<file path="src/hw/rbp_regs.svh">
// Register offsets, field positions, reset values and timing counts
`ifndef RBP_REGS_SVH
`define RBP_REGS_SVH
`define RBP_ADDR_W          4
`define RBP_OFS_CTRL        4'h0
`define RBP_OFS_PRD0        4'h1
`define RBP_OFS_PRD1        4'h2
`define RBP_OFS_PRD2        4'h3
`define RBP_OFS_PRD3        4'h4
`define RBP_OFS_DEAD        4'h5
`define RBP_OFS_SECPH       4'h6
`define RBP_OFS_BLANK       4'h7
`define RBP_OFS_DUTY        4'h8
`define RBP_OFS_OCLIM       4'h9
`define RBP_OFS_SYNC        4'hA
`define RBP_OFS_STAT        4'hB
`define RBP_OFS_XBAR        4'hC
`define RBP_CTRL_EN         0
`define RBP_CTRL_LINK       1
`define RBP_CTRL_REV        2
`define RBP_CTRL_OCCLR      3
`define RBP_CTRL_RST        16'h0000
`define RBP_PRD_RST         16'h0032
`define RBP_DEAD_RST        8'h02
`define RBP_BLANK_RST       8'h03
`define RBP_DUTY_RST        16'h0019
`define RBP_SECPH_RST       16'h0004
`define RBP_OCLIM_HI_RST    12'hC00
`define RBP_OCLIM_LO_RST    12'h400
`define RBP_XBAR_RST        4'h3
`define RBP_FINE_W          4
`endif

</file>
<file path="src/hw/rbp_pkg.sv">
// Types shared by the resonant bridge modulator
package rbp_pkg;
    typedef logic [15:0] rbp_cnt_t;
    typedef enum logic {RBP_UP, RBP_DOWN} rbp_dir_e;
    typedef struct packed {
        logic hi;
        logic lo;
    } rbp_pair_s;
    typedef struct packed {
        logic pos_trip;
        logic neg_trip;
        logic oc_trip;
    } rbp_trip_s;
endpackage

</file>
<file path="src/hw/rbp_dead.sv">
// Complementary pair generation with programmable dead time
`timescale 1ns/1ps
module rbp_dead
    import rbp_pkg::*;
(
    input  wire logic       clk_sys,
    input  wire logic       rst,
    input  wire logic       raw,
    input  wire logic [7:0] dead,
    output rbp_pair_s       pair
);
    typedef struct packed {
        logic       prev;
        logic [7:0] dly;
        rbp_pair_s  out;
    } rbp_dead_st_s;
    rbp_dead_st_s st_r;
    rbp_dead_st_s st_nxt;

    assign pair = st_r.out;

    always_comb begin
        st_nxt      = st_r;
        st_nxt.prev = raw;
        // Both off during the dead gap, then complement
        if (raw != st_r.prev) begin
            st_nxt.dly    = dead;
            st_nxt.out.hi = 1'b0;
            st_nxt.out.lo = 1'b0;
        end else if (st_r.dly != 8'h00) begin
            st_nxt.dly = st_r.dly - 8'h01;
        end else begin
            st_nxt.out.hi = raw;
            st_nxt.out.lo = !raw;
        end
    end

    always_ff @(posedge clk_sys or posedge rst) begin
        if (rst) begin
            st_r <= '0;
        end else begin
            st_r <= st_nxt;
        end
    end
endmodule

</file>
<file path="src/hw/rbp_leg.sv">
// One leg time base with fine placement; the dead input is unused here, dead time is applied in rbp_dead
`timescale 1ns/1ps
`include "rbp_regs.svh"
module rbp_leg
    import rbp_pkg::*;
(
    input  wire logic      clk_sys,
    input  wire logic      rst,
    input  wire logic      run,
    input  wire logic      sync,
    input  wire rbp_cnt_t  prd,
    input  wire rbp_cnt_t  start,
    input  wire rbp_cnt_t  cmp,
    input  wire logic [3:0] fine,
    input  wire logic [7:0] dead,
    output rbp_cnt_t       cnt,
    output rbp_dir_e       dir,
    output logic           zero_ev,
    output logic           prd_ev,
    output logic           raw
);
    typedef struct packed {
        rbp_cnt_t   cnt;
        rbp_dir_e   dir;
        logic [4:0] acc;
        logic       ext;
    } rbp_leg_st_s;
    rbp_leg_st_s st_r;
    rbp_leg_st_s st_nxt;
    logic [4:0]  acc_sum;

    assign cnt     = st_r.cnt;
    assign dir     = st_r.dir;
    assign zero_ev = run && (st_r.cnt == 16'h0000) && (st_r.dir == RBP_DOWN);
    assign prd_ev  = run && (st_r.cnt == prd) && (st_r.dir == RBP_UP);
    // Pulse centred on the top of count; fine remainder stretches one cycle
    assign raw     = run && ((st_r.cnt >= cmp) || st_r.ext);
    assign acc_sum = st_r.acc + {1'b0, fine};

    always_comb begin
        st_nxt = st_r;
        if (!run) begin
            st_nxt = '0;
        end else if (sync) begin
            st_nxt.cnt = start;
            st_nxt.dir = RBP_UP;
        end else begin
            // Up then down each period
            if (st_r.dir == RBP_UP) begin
                if (st_r.cnt >= prd) begin
                    st_nxt.dir = RBP_DOWN;
                    st_nxt.cnt = st_r.cnt - 16'h0001;
                end else begin
                    st_nxt.cnt = st_r.cnt + 16'h0001;
                end
            end else begin
                if (st_r.cnt == 16'h0000) begin
                    st_nxt.dir = RBP_UP;
                    st_nxt.cnt = 16'h0001;
                end else begin
                    st_nxt.cnt = st_r.cnt - 16'h0001;
                end
            end
            // Remainder carried forward each period
            st_nxt.ext = 1'b0;
            if (zero_ev) begin
                st_nxt.acc = {1'b0, acc_sum[3:0]};
            end
            if (st_r.dir == RBP_DOWN && st_r.cnt == cmp && acc_sum[4]) begin
                st_nxt.ext = 1'b1;
            end
        end
    end

    always_ff @(posedge clk_sys or posedge rst) begin
        if (rst) begin
            st_r <= '0;
        end else begin
            st_r <= st_nxt;
        end
    end
endmodule

</file>
<file path="src/hw/rbp_top.sv">
// Resonant bridge modulator with synchronous rectification and trips
//
// Functional notes
// All four legs count up then down, with fine edge placement.
// First primary high pulse is centred on the top-of-count event.
// Low drive is the dead-time separated complement of high drive.
// Second primary leg runs half a period opposite the first.
// That offset comes from swapping the channel outputs, not phase.
// Secondary legs start at a programmable offset: period plus isolator delay.
// Rectifier pulse starts at an instant set by primary timing.
// Rectifier pulse ends on zero-current trip.
// Zero-current trip stays latched until next zero or period event.
// Blanking window around switching instants suppresses trips.
// Comparator stage does latching and blanking; takes only blank pulse.
// Separate positive and negative trips routed through a crossbar.
// Positive trip ends output A counting up; negative ends B counting down.
// With linking on, one period write updates all four legs.
// Software must not resync every period; remainder carries forward.
// Software issues one sync pulse on each frequency or duty change.
// Windowed overcurrent compare trips outputs directly.
// Crossbar combines several comparator sources into trip events.
// Reverse flow swaps primary and secondary roles.
//
// Design decisions made here: the register offsets and the address-and-strobe port.
`timescale 1ns/1ps
`include "rbp_regs.svh"
module rbp_top
    import rbp_pkg::*;
(
    input  wire logic        clk_sys,
    input  wire logic        rst,
    input  wire logic [3:0]  addr,
    input  wire logic [15:0] wdata,
    input  wire logic        wr,
    input  wire logic        rd,
    output logic [15:0]      rdata,
    input  wire logic        cmp_pos_hi,
    input  wire logic        cmp_neg_lo,
    input  wire logic        cmp_aux,
    input  wire logic [11:0] prim_current,
    output logic [7:0]       gate
);
    typedef struct packed {
        logic [15:0] ctrl;
        rbp_cnt_t [3:0] prd;
        logic [7:0]  dead;
        rbp_cnt_t    secph;
        logic [7:0]  blank;
        rbp_cnt_t    duty;
        logic [11:0] oc_hi;
        logic [11:0] oc_lo;
        logic [3:0]  fine;
        logic [3:0]  xbar;
        logic        sync;
        logic        pos_lat;
        logic        neg_lat;
        logic        oc_lat;
        logic [2:0]  m1;
        logic [2:0]  m2;
        logic [11:0] cur1;
        logic [11:0] cur2;
        logic [15:0] rdata;
        logic [7:0]  gate;
    } rbp_top_st_s;
    rbp_top_st_s st_r;
    rbp_top_st_s st_nxt;

    rbp_cnt_t  cnt    [4];
    rbp_dir_e  dir    [4];
    logic [3:0] zev;
    logic [3:0] pev;
    logic [3:0] raw;
    rbp_pair_s pair   [4];
    rbp_cnt_t  start  [4];
    rbp_cnt_t  cmpv   [4];
    logic       run;
    logic       blank_win;
    rbp_trip_s  trip;
    logic       pos_x;
    logic       neg_x;
    logic       sec_a;
    logic       sec_b;
    logic [7:0] gate_c;

    assign run = st_r.ctrl[`RBP_CTRL_EN];

    // Secondary legs start ahead by the programmed offset
    assign start[0] = 16'h0000;
    assign start[1] = 16'h0000;
    assign start[2] = st_r.secph;
    assign start[3] = st_r.secph;
    assign cmpv[0]  = st_r.duty;
    assign cmpv[1]  = st_r.duty;
    assign cmpv[2]  = st_r.duty;
    assign cmpv[3]  = st_r.duty;

    genvar gi;
    generate
        for (gi = 0; gi < 4; gi++) begin : g_leg
            rbp_leg u_leg (
                .clk_sys (clk_sys),
                .rst     (rst),
                .run     (run),
                .sync    (st_r.sync),
                .prd     (st_r.prd[gi]),
                .start   (start[gi]),
                .cmp     (cmpv[gi]),
                .fine    (st_r.fine),
                .dead    (st_r.dead),
                .cnt     (cnt[gi]),
                .dir     (dir[gi]),
                .zero_ev (zev[gi]),
                .prd_ev  (pev[gi]),
                .raw     (raw[gi])
            );
            rbp_dead u_dead (
                .clk_sys (clk_sys),
                .rst     (rst),
                .raw     (raw[gi]),
                .dead    (st_r.dead),
                .pair    (pair[gi])
            );
        end
    endgenerate

    // Blanking window from the secondary time base
    assign blank_win = (cnt[2] < {8'h00, st_r.blank})
                     || (cnt[2] + {8'h00, st_r.blank} >= st_r.prd[2]);

    // Crossbar selects and combines comparator sources
    assign pos_x = st_r.xbar[0] ? st_r.m1[2] : (st_r.m1[2] | st_r.m2[2]);
    assign neg_x = st_r.xbar[1] ? st_r.m2[2] : (st_r.m1[2] & st_r.m2[2]);
    assign trip.pos_trip = st_r.pos_lat;
    assign trip.neg_trip = st_r.neg_lat;
    assign trip.oc_trip  = st_r.oc_lat;

    // Trip ends A on up count, B on down count
    assign sec_a = pair[2].hi && !(trip.pos_trip && dir[2] == RBP_UP);
    assign sec_b = pair[2].lo && !(trip.neg_trip && dir[2] == RBP_DOWN);

    always_comb begin
        gate_c = {pair[0].hi, pair[0].lo,
                  pair[1].lo, pair[1].hi,
                  sec_a, sec_b, sec_a, sec_b};
        if (st_r.ctrl[`RBP_CTRL_REV]) begin
            gate_c = {sec_a, sec_b, sec_b, sec_a,
                      pair[0].hi, pair[0].lo, pair[1].lo, pair[1].hi};
        end
        if (trip.oc_trip || !run) begin
            gate_c = 8'h00;
        end
    end

    always_comb begin
        st_nxt      = st_r;
        st_nxt.sync = 1'b0;
        st_nxt.m1   = {st_r.m1[1:0], cmp_pos_hi};
        st_nxt.m2   = {st_r.m2[1:0], cmp_neg_lo};
        st_nxt.cur1 = prim_current;
        st_nxt.cur2 = st_r.cur1;
        st_nxt.gate = gate_c;
        // Latched zero-current trips, released on zero or period
        if (zev[2] || pev[2]) begin
            st_nxt.pos_lat = 1'b0;
            st_nxt.neg_lat = 1'b0;
        end
        if (!blank_win && pos_x) begin
            st_nxt.pos_lat = 1'b1;
        end
        if (!blank_win && neg_x) begin
            st_nxt.neg_lat = 1'b1;
        end
        // Window overcurrent compare, set wins over clear
        if (st_r.ctrl[`RBP_CTRL_OCCLR]) begin
            st_nxt.oc_lat = 1'b0;
            st_nxt.ctrl[`RBP_CTRL_OCCLR] = 1'b0;
        end
        if (run && (st_r.cur2 > st_r.oc_hi || st_r.cur2 < st_r.oc_lo
            || (st_r.xbar[2] && st_r.m1[2] && st_r.m2[2]))) begin
            st_nxt.oc_lat = 1'b1;
        end
        if (wr) begin
            unique case (addr)
                `RBP_OFS_CTRL:  st_nxt.ctrl = wdata;
                `RBP_OFS_PRD0: begin
                    st_nxt.prd[0] = wdata;
                    if (st_r.ctrl[`RBP_CTRL_LINK]) begin
                        st_nxt.prd = {4{wdata}};
                    end
                end
                `RBP_OFS_PRD1:  st_nxt.prd[1] = wdata;
                `RBP_OFS_PRD2:  st_nxt.prd[2] = wdata;
                `RBP_OFS_PRD3:  st_nxt.prd[3] = wdata;
                `RBP_OFS_DEAD:  st_nxt.dead  = wdata[7:0];
                `RBP_OFS_SECPH: st_nxt.secph = wdata;
                `RBP_OFS_BLANK: st_nxt.blank = wdata[7:0];
                `RBP_OFS_DUTY: begin
                    st_nxt.duty = wdata;
                    st_nxt.fine = wdata[15:12];
                end
                `RBP_OFS_OCLIM: st_nxt.oc_hi = wdata[11:0];
                `RBP_OFS_SYNC:  st_nxt.sync  = wdata[0];
                `RBP_OFS_XBAR:  st_nxt.xbar  = wdata[3:0];
                `RBP_OFS_STAT:  st_nxt.oc_lo = st_r.oc_lo;
                default:        st_nxt.oc_lo = wdata[11:0];
            endcase
        end
        st_nxt.rdata = 16'h0000;
        if (rd) begin
            unique case (addr)
                `RBP_OFS_CTRL:  st_nxt.rdata = st_r.ctrl;
                `RBP_OFS_PRD0:  st_nxt.rdata = st_r.prd[0];
                `RBP_OFS_PRD1:  st_nxt.rdata = st_r.prd[1];
                `RBP_OFS_PRD2:  st_nxt.rdata = st_r.prd[2];
                `RBP_OFS_PRD3:  st_nxt.rdata = st_r.prd[3];
                `RBP_OFS_DEAD:  st_nxt.rdata = {8'h00, st_r.dead};
                `RBP_OFS_SECPH: st_nxt.rdata = st_r.secph;
                `RBP_OFS_BLANK: st_nxt.rdata = {8'h00, st_r.blank};
                `RBP_OFS_DUTY:  st_nxt.rdata = st_r.duty;
                `RBP_OFS_OCLIM: st_nxt.rdata = {4'h0, st_r.oc_hi};
                `RBP_OFS_STAT:  st_nxt.rdata = {13'h0000, st_r.oc_lat,
                                                st_r.neg_lat, st_r.pos_lat};
                `RBP_OFS_XBAR:  st_nxt.rdata = {12'h000, st_r.xbar};
                default:        st_nxt.rdata = {4'h0, st_r.oc_lo};
            endcase
        end
    end

    always_ff @(posedge clk_sys or posedge rst) begin
        if (rst) begin
            st_r       <= '0;
            st_r.prd   <= {4{`RBP_PRD_RST}};
            st_r.dead  <= `RBP_DEAD_RST;
            st_r.blank <= `RBP_BLANK_RST;
            st_r.duty  <= `RBP_DUTY_RST;
            st_r.secph <= `RBP_SECPH_RST;
            st_r.oc_hi <= `RBP_OCLIM_HI_RST;
            st_r.oc_lo <= `RBP_OCLIM_LO_RST;
            st_r.xbar  <= `RBP_XBAR_RST;
        end else begin
            st_r <= st_nxt;
        end
    end

    assign rdata = st_r.rdata;
    assign gate  = st_r.gate;

    chk_link_write: assert property (@(posedge clk_sys) disable iff (rst)
        (wr && addr == `RBP_OFS_PRD0 && st_r.ctrl[`RBP_CTRL_LINK])
        |=> (st_r.prd[3] == $past(wdata) && st_r.prd[1] == $past(wdata)))
        else $error("linked period write missed a leg");
    chk_oc_gate: assert property (@(posedge clk_sys) disable iff (rst)
        st_r.oc_lat |=> gate == 8'h00)
        else $error("gates active during overcurrent");
    chk_trip_hold: assert property (@(posedge clk_sys) disable iff (rst)
        (st_r.pos_lat && !zev[2] && !pev[2]) |=> st_r.pos_lat)
        else $error("trip released early");
    chk_blank_sup: assert property (@(posedge clk_sys) disable iff (rst)
        (blank_win && !st_r.pos_lat) |=> !st_r.pos_lat)
        else $error("trip set inside blanking");
    chk_trip_a: assert property (@(posedge clk_sys) disable iff (rst)
        (trip.pos_trip && dir[2] == RBP_UP) |-> !sec_a)
        else $error("output A not ended by trip");
    chk_trip_b: assert property (@(posedge clk_sys) disable iff (rst)
        (trip.neg_trip && dir[2] == RBP_DOWN) |-> !sec_b)
        else $error("output B not ended by trip");
    chk_no_shoot: assert property (@(posedge clk_sys) disable iff (rst)
        !(pair[0].hi && pair[0].lo))
        else $error("complementary overlap");
    chk_swap_leg: assert property (@(posedge clk_sys) disable iff (rst)
        (!st_r.ctrl[`RBP_CTRL_REV] && run && !st_r.oc_lat)
        |=> gate[5] == $past(pair[1].lo))
        else $error("second leg not swapped");
endmodule
</file>
<file path="config.mk">
export PLATFORM = sky130hd
export DESIGN_NAME = rbp_top
export DESIGN_NICKNAME = d
export VERILOG_FILES = /design/src/hw/rbp_pkg.sv /design/src/hw/rbp_dead.sv /design/src/hw/rbp_leg.sv /design/src/hw/rbp_top.sv
export VERILOG_INCLUDE_DIRS = /design/src /design/src/hw
export SDC_FILE = /design/constraint.sdc
export NUM_CORES = 1
export LEC_CHECK = 0
export ABC_CLOCK_PERIOD_IN_PS = 16100
export BUFFER_PORTS_ARGS = -buffer_cell sky130_fd_sc_hd__clkbuf_2
export CORE_ASPECT_RATIO = 0.7
export CORE_MARGIN = 10
export CORE_UTILIZATION = 50
export DETAILED_ROUTE_END_ITERATION = 16
export GPL_TIMING_DRIVEN = 1
export PLACE_DENSITY = 0.66
export SLEW_MARGIN = 30
export SYNTH_ARGS = -nofsm -noshare
export SYNTH_HDL_FRONTEND = slang
export SYNTH_SLANG_ARGS = --single-unit
</file>
<file path="constraint.sdc">
create_clock -name clk_sys -period 16.1 [get_ports clk_sys]
set_input_delay 1.61 -clock clk_sys [delete_from_list [all_inputs] [get_ports clk_sys]]
set_output_delay 1.61 -clock clk_sys [all_outputs]
set_load 0.05 [all_outputs]
</file>
Word level (Yosys, flattened, before mapping)
Cells that the tools add are included.
{"block": "word_totals", "ff_bits": 320, "output_inout_bits": 24}
{"block": "op_classes", "n_addsub": 13, "order_cmp": 10, "eq_ne": 27, "mux": 66, "bitwise": 4, "n_reduce_logical": 73}
{"op": "16-bit one-hot mux with 12 select lines", "count": 1}
{"op": "16-bit two-way mux", "count": 10}
{"op": "149-bit two-way mux", "count": 1}
{"op": "16-bit >= comparator", "count": 7}
{"op": "17-bit two-way mux", "count": 6}
{"op": "16-bit one-hot mux with 2 select lines", "count": 3}
{"op": "23-bit two-way mux", "count": 3}
{"op": "16-bit equality test", "count": 4}
{"op": "64-bit two-way mux", "count": 1}
{"op": "8-bit two-way mux", "count": 7}
{"op": "16-bit by 1-bit adder with 16-bit output, second input constant", "count": 3}
{"op": "16-bit zero test", "count": 3}
{"op": "16-bit by 1-bit subtractor with 16-bit output, second input constant", "count": 3}
{"op": "10-bit two-way mux", "count": 3}
{"op": "1-bit logical AND", "count": 26}
{"op": "12-bit two-way mux", "count": 2}
{"op": "2-bit AND reduction", "count": 12}
{"op": "8-bit nonzero test", "count": 3}
{"op": "8-bit by 1-bit subtractor with 8-bit output, second input constant", "count": 3}
{"op": "4-bit equality test, second input constant", "count": 5}
{"op": "6-bit two-way mux", "count": 3}
{"op": "2-bit nonzero test", "count": 9}
{"op": "16-bit by 8-bit adder with 16-bit output", "count": 1}
{"op": "4-bit by 3-bit equality test with 1-bit output, second input constant", "count": 4}
{"op": "21 further kinds", "count": 70}

Depth between registers and ports, before layout
Gate-level depths: netlist of the first run.
{"block": "depth", "ltp_word": 6, "ltp_mapped": 16}

By module
Synthesis of the first run repeated with hierarchy kept, for this count alone.
{"block": "unflattened", "hier_cells": 2102, "hier_area_um2": 20475.9}
{"mod": "rbp_top", "n_inst": 1, "cells_each": 924, "area_per_inst_um2": 10660.2, "seq_area_each_um2": 5385.2}
{"mod": "rbp_leg at g_leg[0].u_leg ...", "n_inst": 2, "cells_each": 319, "area_per_inst_um2": 2570.0, "seq_area_each_um2": 550.5}
{"mod": "rbp_leg at g_leg[1].u_leg", "n_inst": 1, "cells_each": 336, "area_per_inst_um2": 2693.8, "seq_area_each_um2": 550.5}
{"mod": "rbp_dead", "n_inst": 3, "cells_each": 68, "area_per_inst_um2": 660.6, "seq_area_each_um2": 275.3}

Least setup slack after synthesis of the first run
No wires, ideal clock.
{"block": "synth_timing", "path_type": "reg-to-reg", "start": "register st_r[106] (netlist bit)", "end": "register st_r[56] (netlist bit)", "arrival_ns": 3.323, "t_required_ns": 16.005, "slack_ns": 12.681, "path_stages_with_launch": 17, "cell_sequence": "dfstp_2 > ha_1 > inv_1 > fa_1 > o21bai_1 > a21oi_1 > nor2_1 > o21ai_0 > a21oi_1 > nand3_1 > xnor2_1 > ha_1 > a21o_1 > a211o_1 > a211oi_1 > a2111oi_0 > o31ai_1"}
{"block": "synth_between", "elab_chain_cells": 6}
{"item": "from (decl)", "line_no": "rbp_top.sv:65", "rtl": "rbp_top_st_s st_r;"}
{"item": "from (signal assigned)", "line_no": "rbp_top.sv:241", "rtl": "st_r <= st_nxt;"}
{"item": "16-bit by 8-bit adder with 16-bit output", "line_no": "rbp_top.sv:128", "rtl": "|| (cnt[2] + {8'h00, st_r.blank} >= st_r.prd[2]);"}
{"item": "16-bit >= comparator", "line_no": "rbp_top.sv:128"}
{"item": "1-bit logical OR (*)", "line_no": "rbp_top.sv:128"}
{"item": "1-bit zero test (*)", "line_no": "rbp_top.sv:167", "rtl": "if (!blank_win && pos_x) begin"}
{"item": "1-bit logical AND (*)", "line_no": "rbp_top.sv:167"}
{"item": "1-bit two-way mux / 2-bit nonzero test (equally long branches)"}
Mark *: on every way between the ends. The rest lies on a longest branch, timed or not.
A chain may end at the register's enable or synchronous reset.

Worst setup path in the final report of the first run
{"block": "layout_timing", "start": "register g_leg[2].u_leg.st_r, in the netlist g_leg[2].u_leg.cnt[1]", "end": "register st_r[56] (netlist bit)"}
{"block": "layout_between", "elab_chain_cells": 6}
{"item": "from (decl)", "line_no": "rbp_leg.sv:28", "rtl": "rbp_leg_st_s st_r;"}
{"item": "from (signal assigned)", "line_no": "rbp_leg.sv:79", "rtl": "st_r <= st_nxt;"}
{"item": "16-bit by 8-bit adder with 16-bit output", "line_no": "rbp_top.sv:128"}
{"item": "16-bit >= comparator", "line_no": "rbp_top.sv:128"}
{"item": "1-bit logical OR", "line_no": "rbp_top.sv:128"}
{"item": "1-bit zero test", "line_no": "rbp_top.sv:167"}
{"item": "1-bit logical AND", "line_no": "rbp_top.sv:167"}
{"item": "1-bit two-way mux / 2-bit nonzero test (equally long branches)"}
Several ways; a longest one is shown, not always the timed one.

==> reports/metrics.csv, run 1 <==
metric,value,unit
max-cap-violations,0,
ys_warn_count,0,
first_global_vias,14400,
timing.rr.start,g_leg[2].u_leg.cnt[1]$_DFF_PP0_,
cts_hold_buf,0,
avgSynthCellArea,10.0,µm²
synthCells,1886,
netlist_area,0.0189,mm²
p_comb_share,37.0,%
worstSetupPathType,flop to flop,
synth_edf_count,0,
synth_ff_type,dfrtp_1,
drive_gt1_share,16.1,%
finalPower,3210,µW
r2r_cells,15,
wl_per_cell,23.0,µm
postCtsSetupBuffers,0,
power.switching,1270,µW
cts_tree,done,
num_rows,59,
worst_pin_slew,0.907,ns
startpoint,g_leg[2].u_leg.cnt[1]$_DFF_PP0_,
cts_resized,0,
dp_slack,11.81,ns
ys_ff_latch,313,
dp_hpwl,40900,µm
endpoint,st_r[56]$_DFFE_PP0P_,
root_buffer,clkbuf_16,
finalWorstSetupSlack,11.83,ns
dr.pass1.iters,6,
slew_headroom,39.3,%
start_kind,flop,
htreeDepth,1,
hold_ws,0.346,ns
gp_congestion,0.915,
layout.nets,2116,
yosysUniqueCellTypes,76,
hold_viol,0,
dieWidth,253,µm
antenna_left,0,
cts_buffer_depth,3,
core-area,0.0373,mm²
vias,14900,
synth_top_cell_by_area,dfrtp_1,
period_share,26.5,%
p_per_area,155,mW/mm²
die_h,183,µm
crit_fanout,11,
fin_tns_setup,0,ns
slew_violations,0,
start_util,50.8,%
cpLargestDelayFamily,compound AO/OA/AOI/OAI gates,
worst-r2r-setup-slack,11.83,ns
rsz0062_at_grt,no,
drt_drc_violations_left,0,
rr_endpoint,st_r[56]$_DFFE_PP0P_,
antenna_found_initial,2,
path_clk_slew,0.07,ns
crit_required,16.55,ns
io_pins,63,
clockPowerShare,25.0,%
synth.area.top_cells,"dfrtp_1 (38%), ha_1 (12%), mux2_2 (7.8%), dfstp_2 (3.3%), nand2_1 (2.8%)",
path_cells,inv_1 -> fa_1 -> o21bai_1 -> a21oi_1 -> nor2_1 -> o21ai_0 -> a21oi_1 -> nand3_1 -> xnor2_1 -> ha_1 -> a21o_1 -> a211o_1 -> a211oi_1 -> a2111oi_0 -> o31ai_1,
fillers,3196,
ys_seq_area_share,41.5,%
stdcell_count,2402,
dp_cells,2344,
critPathBufInv,1,
status,"finished, final reports clean",
swShare,39.6,%
async_flop_share,100,%
crit_top_cell,a21oi_1,
fmax,234,MHz
cp.depth,15,
slowest_stage,a2111oi_0,
finClkSkew,0.0129,ns
drt_iter0_markers,1355,
fin_crit,4.27,ns
seq_power_share,38.0,%
numClockSinks,313,
grt_overflow,0,
numPortBuffers,61,
arrival,4.72,ns
via_per_inst,6.20,
cts_buffers,31,
dieArea,0.0462,mm²
area_delta_synth_final,8.98,%
drt-total-wl,55300,µm
holdCritPathClass,flop to flop,
clk_latency,0.60,ns
vdd_drop_max,0.0910,mV
track_usage,23.7,%
synth_top_cell_area_share,38.2,%
mappedNetlistNets,2113,
setup_viol,0,
cpPeakStageDelay,0.77,ns
p_leak,0.00952,µW
grt_pass1_wl,85600,µm
grt_max_degree,105,
power.internal,1940,µW
endpoint_kind,flop,
-- synthesized netlist by cell type, types with 4 or more instances --
cell type  count
o21bai_1       5
buf_1          7
and3_1        17
buf_4         26
a221oi_1      15
or4_1          5
fa_1           4
mux2_2       131
inv_1        124
a21o_1        34
nand4_1       27
dfstp_2       24
nand3b_1       4
o31ai_1       10
o21a_1        16
mux2i_1       29
a21oi_1       80
nor2_1       103
o21ai_0       96
nand2_1      143
xnor2_1       49
a41oi_1        7
a221o_1        7
xor2_1        28
nand3_1       46
a22oi_1       29
a22o_1        25
dfrtp_1      289
a222oi_1       6
a2111oi_0      6
clkbuf_1      71
nor4_1        13
nand2b_1      25
a31oi_1       12
or3_1         16
a211oi_1      14
ha_1         184
nor3_1        58
nor3b_1        9
o211ai_1      12
nor2b_1       24
-- power by group through the flow --
stage,registers [µW],clock network (µW),logic (µW)
global placement,1210,0,1120
detailed placement,1220,0,1160
global route,1240,845,1330
CTS,1210,814,1170
floorplan,1110,0,973
finish,1220,802,1190
-- worst min-delay path by stage --
stage,startpoint,end,slack [ns],cells past startpoint
after global placement,st_nxt[29]$_DFF_PP0_,st_r[29]$_DFF_PP0_,0.33,0
after CTS,st_nxt[30]$_DFF_PP0_,st_r[30]$_DFF_PP0_,0.35,0
after global routing,st_nxt[49]$_DFF_PP0_,st_nxt[50]$_DFF_PP0_,0.36,0
after floorplan,st_nxt[49]$_DFF_PP0_,st_nxt[50]$_DFF_PP0_,0.33,0
after detailed placement,st_nxt[30]$_DFF_PP0_,st_r[30]$_DFF_PP0_,0.33,0
final,st_nxt[31]$_DFF_PP0_,st_r[31]$_DFF_PP0_,0.35,0
-- cells by family (layout without fill, tap and decap cells) --
family,count (synthesis),count (layout),share of synthesized area [%]
multiplexers,160,160,9.33
adder cells (fa/ha/maj),188,188,12.6
other,0,1,0
buffers and inverters,232,259,5.14
flip-flops,313,313,41.5
XOR/XNOR,77,77,3.56
AND/OR/NAND/NOR,513,513,13.5
AO/OA/AOI/OAI,403,403,14.3
-- flip-flops by register name, indices dropped and copies added (netlist names), 3 cells and up --
| signal | cells |
|---|---|
| st_nxt | 16 |
| g_leg.u_leg.dir | 3 |
| g_leg.u_dead.st_r | 27 |
| g_leg.u_leg.cnt | 48 |
| g_leg.u_dead.pair | 6 |
| gate | 8 |
| st_r | 157 |
| cmpv | 16 |
| rdata | 16 |
| g_leg.u_leg.st_r | 15 |
-- placed cells by master, fill, tap and decap left out, types with 7 or more instances in the layout --
cell type  netlist  routed
nor3b_1          9       9
clkbuf_16        0      31
mux2i_1         29      29
dfrtp_1        289     289
inv_1          124     123
nand4_1         27      27
nor4_1          13      13
nor2b_1         24      23
xnor2_1         49      49
or3_1           16      16
xor2_1          28      28
mux2_2         131     131
a21o_1          34      34
a221oi_1        15      15
o211ai_1        12      12
a21oi_1         80      80
a211oi_1        14      14
o21ai_0         96      96
nor3_1          58      56
dfstp_2         24      24
ha_1           184     184
nand2b_1        25      25
a22oi_1         29      29
nand2_1        143     143
a31oi_1         12      12
o31ai_1         10       9
a41oi_1          7       7
nand3_1         46      46
clkbuf_2         0      61
a221o_1          7       7
o21a_1          16      16
a22o_1          25      25
buf_4           26      14
nor2_1         103     103
and3_1          17      17
-- layer usage --
layer	vias to the layer above	global-route usage, %	wire, µm
met5	-	0	7
met3	100	6.40	5500
met4	2	7.71	1690
met1	7409	34.9	25800
li1	6773	-	-
met2	604	33.0	22300
-- layout make-up --
| cell class | instances | area [µm²] | share of cell area [%] |
|---|---|---|---|
| flip-flops and latches | 313 | 7860 | 38.1 |
| clock inverters | 22 | 303 | 1.47 |
| well taps | 488 | 611 | 2.96 |
| inverters | 125 | 477 | 2.31 |
| diodes | 1 | 2.50 | 0.0121 |
| multi-input cells | 1341 | 10100 | 49.1 |
| repair buffers | 77 | 433 | 2.10 |
| clock buffers | 35 | 811 | 3.93 |
-- metrics by stage --
stage	util, %	instance area [µm²]
after detailed placement	52.3	19500
after CTS	55.3	20600
after global placement	52.3	19500
final	55.3	20600
after global routing	55.3	20600
after floorplan	-	18900
Note: power is estimated with default switching activity, not from simulation.
==> inputs of run 2 (changes only) <==
Settings changed: ABC_CLOCK_PERIOD_IN_PS 16100 to 3800, PLACE_DENSITY 0.66 to 0.69.
Clock period 16.1 ns to 3.8 ns, I/O delays scaled along.
==> run 2 against run 1 <==
Against the previous run: global-route usage up 0.92 points; largest power group is now combinational logic; critical endpoint unchanged; highest routed layer is now met4; clock-buffer cell count up 12; clock power rose to 4.1 times the previous value.
==> reports/metrics.csv, run 2 (synthesized netlist as in run 1, its figures left out) <==
metric,value,unit
slew_violations,0,
via_per_inst,6.25,
numPortBuffers,61,
endpoint_kind,flop,
largest_reg_flops,157,
worst_pin_slew,0.941,ns
hold_viol,0,
utilization,56.6,%
dp_slack,0.0456,ns
finalPower,13800,µW
drt_iter0_markers,1952,
numClockSinks,313,
arrival,4.06,ns
finalWorstSetupSlack,0.245,ns
wl_per_cell,23.4,µm
grt_max_degree,113,
dieWidth,253,µm
setup_viol,0,
grt_overflow,0,
die_h,183,µm
status,"finished, final reports clean",
core-area,0.0373,mm²
register_area,0.00786,mm²
area_delta_synth_final,11.4,%
grt_pass1_wl,89400,µm
antenna_found_initial,1,
crit_required,4.30,ns
clk_latency,0.60,ns
dp_hpwl,42200,µm
multi_input_area,0.0101,mm²
root_buffer,clkbuf_16,
track_usage,24.7,%
mostFrequentLayoutCell,dfrtp_1,
start_util,50.8,%
most-common-layout-cells,"dfrtp_1 (289), ha_1 (184), nand2_1 (143), mux2_2 (131), inv_1 (123)",
layout.nets,2168,
drt_drc_violations_left,0,
path_clk_slew,0.06,ns
finClkSkew,0.0142,ns
worst-r2r-setup-slack,0.25,ns
cts_buffers,31,
first_global_vias,15000,
gp_congestion,0.947,
fmax,281,MHz
period_share,93.5,%
fillers,3167,
slew_headroom,36.6,%
cts_tree,done,
p_leak,0.00979,µW
cts_buffer_depth,3,
holdCritPathClass,primary input to flop,
regMostFlops,st_r,
drt-total-wl,57400,µm
dr.pass1.iters,9,
worstSetupPathType,flop to flop,
rsz0062_at_grt,no,
max-cap-violations,0,
vias,15400,
io_pins,63,
htreeDepth,1,
start_kind,flop,
vdd_drop_max,0.464,mV
dieArea,0.0462,mm²
drive_gt1_share,17.7,%
antenna_left,0,
crit_fanout,4,
fin_crit,3.55,ns
num_rows,59,
p_per_area,653,mW/mm²
-- run 2: layer usage --
layer	wire [µm]	global-route usage, %	vias up	share of wire, %
li1	-	-	6888	-
met1	26000	37.0	7621	45
met2	24100	35.3	751	42
met3	5980	5.44	90	10
met4	1320	5.73	0	2.3
met5	0	0	-	0
-- run 2: report_power, final --
group | switching [µW] | total, µW | internal, µW
registers | 854 | 4970 | 4120
clock network | 1380 | 3300 | 1920
logic | 3220 | 5510 | 2280
-- run 2: final timing paths --
check,from,to,cells after the start
worst min register to register,st_nxt[28]$_DFF_PP0_,st_r[28]$_DFF_PP0_,0
max in group asynchronous,rst,st_r[35]$_DFF_PP0_,4
min in group asynchronous,rst,g_leg[0].u_leg.cnt[9]$_DFF_PP0_,3
worst min-delay path,rd,rdata[2]$_DFF_PP0_,3
worst max register to register,st_r[106]$_DFFE_PP1P_,st_r[56]$_DFFE_PP0P_,16
worst max-delay path,st_r[106]$_DFFE_PP1P_,st_r[56]$_DFFE_PP0P_,16
-- run 2: layout make-up --
| type | count | share of cell area [%] |
|---|---|---|
| Multi-Input combinational cell | 1341 | 48.1 |
| Sequential cell | 313 | 37.3 |
| Clock buffer | 47 | 4.49 |
| Timing Repair Buffer | 129 | 4.22 |
| Tap cell | 488 | 2.90 |
| Inverter | 125 | 2.24 |
| Clock inverter | 11 | 0.736 |
| Antenna cell | 1 | 0.0119 |
-- run 2: worst max-delay path, stage by stage, from the launching register on --
cell and delay, ns:
dfstp_2 0.56, ha_1 0.17, inv_1 0.06, fa_2 0.40, o21bai_1 0.18, a21oi_2 0.09
nor2_1 0.09, o21ai_1 0.09, a21oi_2 0.18, nand3_1 0.10, xnor2_1 0.17, ha_1 0.32
a21o_1 0.18, a211o_1 0.29, a211oi_2 0.22, a2111oi_4 0.13, o31ai_2 0.23
-- run 2: through the flow --
step / hold WS, ns / setup TNS, ns / instance area [µm²] / cells
floorplan: 0.331 / -210.77 / 18900 / 1886
global placement: 0.331 / 0 / 19800 / 2378
detailed placement: 0.335 / 0 / 19800 / 2378
CTS: 0.0606 / 0 / 21000 / 2451
global route: 0.100 / 0 / 21100 / 2455
finish: 0.0883 / 0 / 21100 / 2455
-- run 2: repair_timing --
item	in CTS	in global routing
buffers inserted	0	3
resized for setup	1	8
hold buffers	15	0
endpoints found under the hold margin	28	0
endpoints found under the setup margin	1	2
pin swaps	0	11
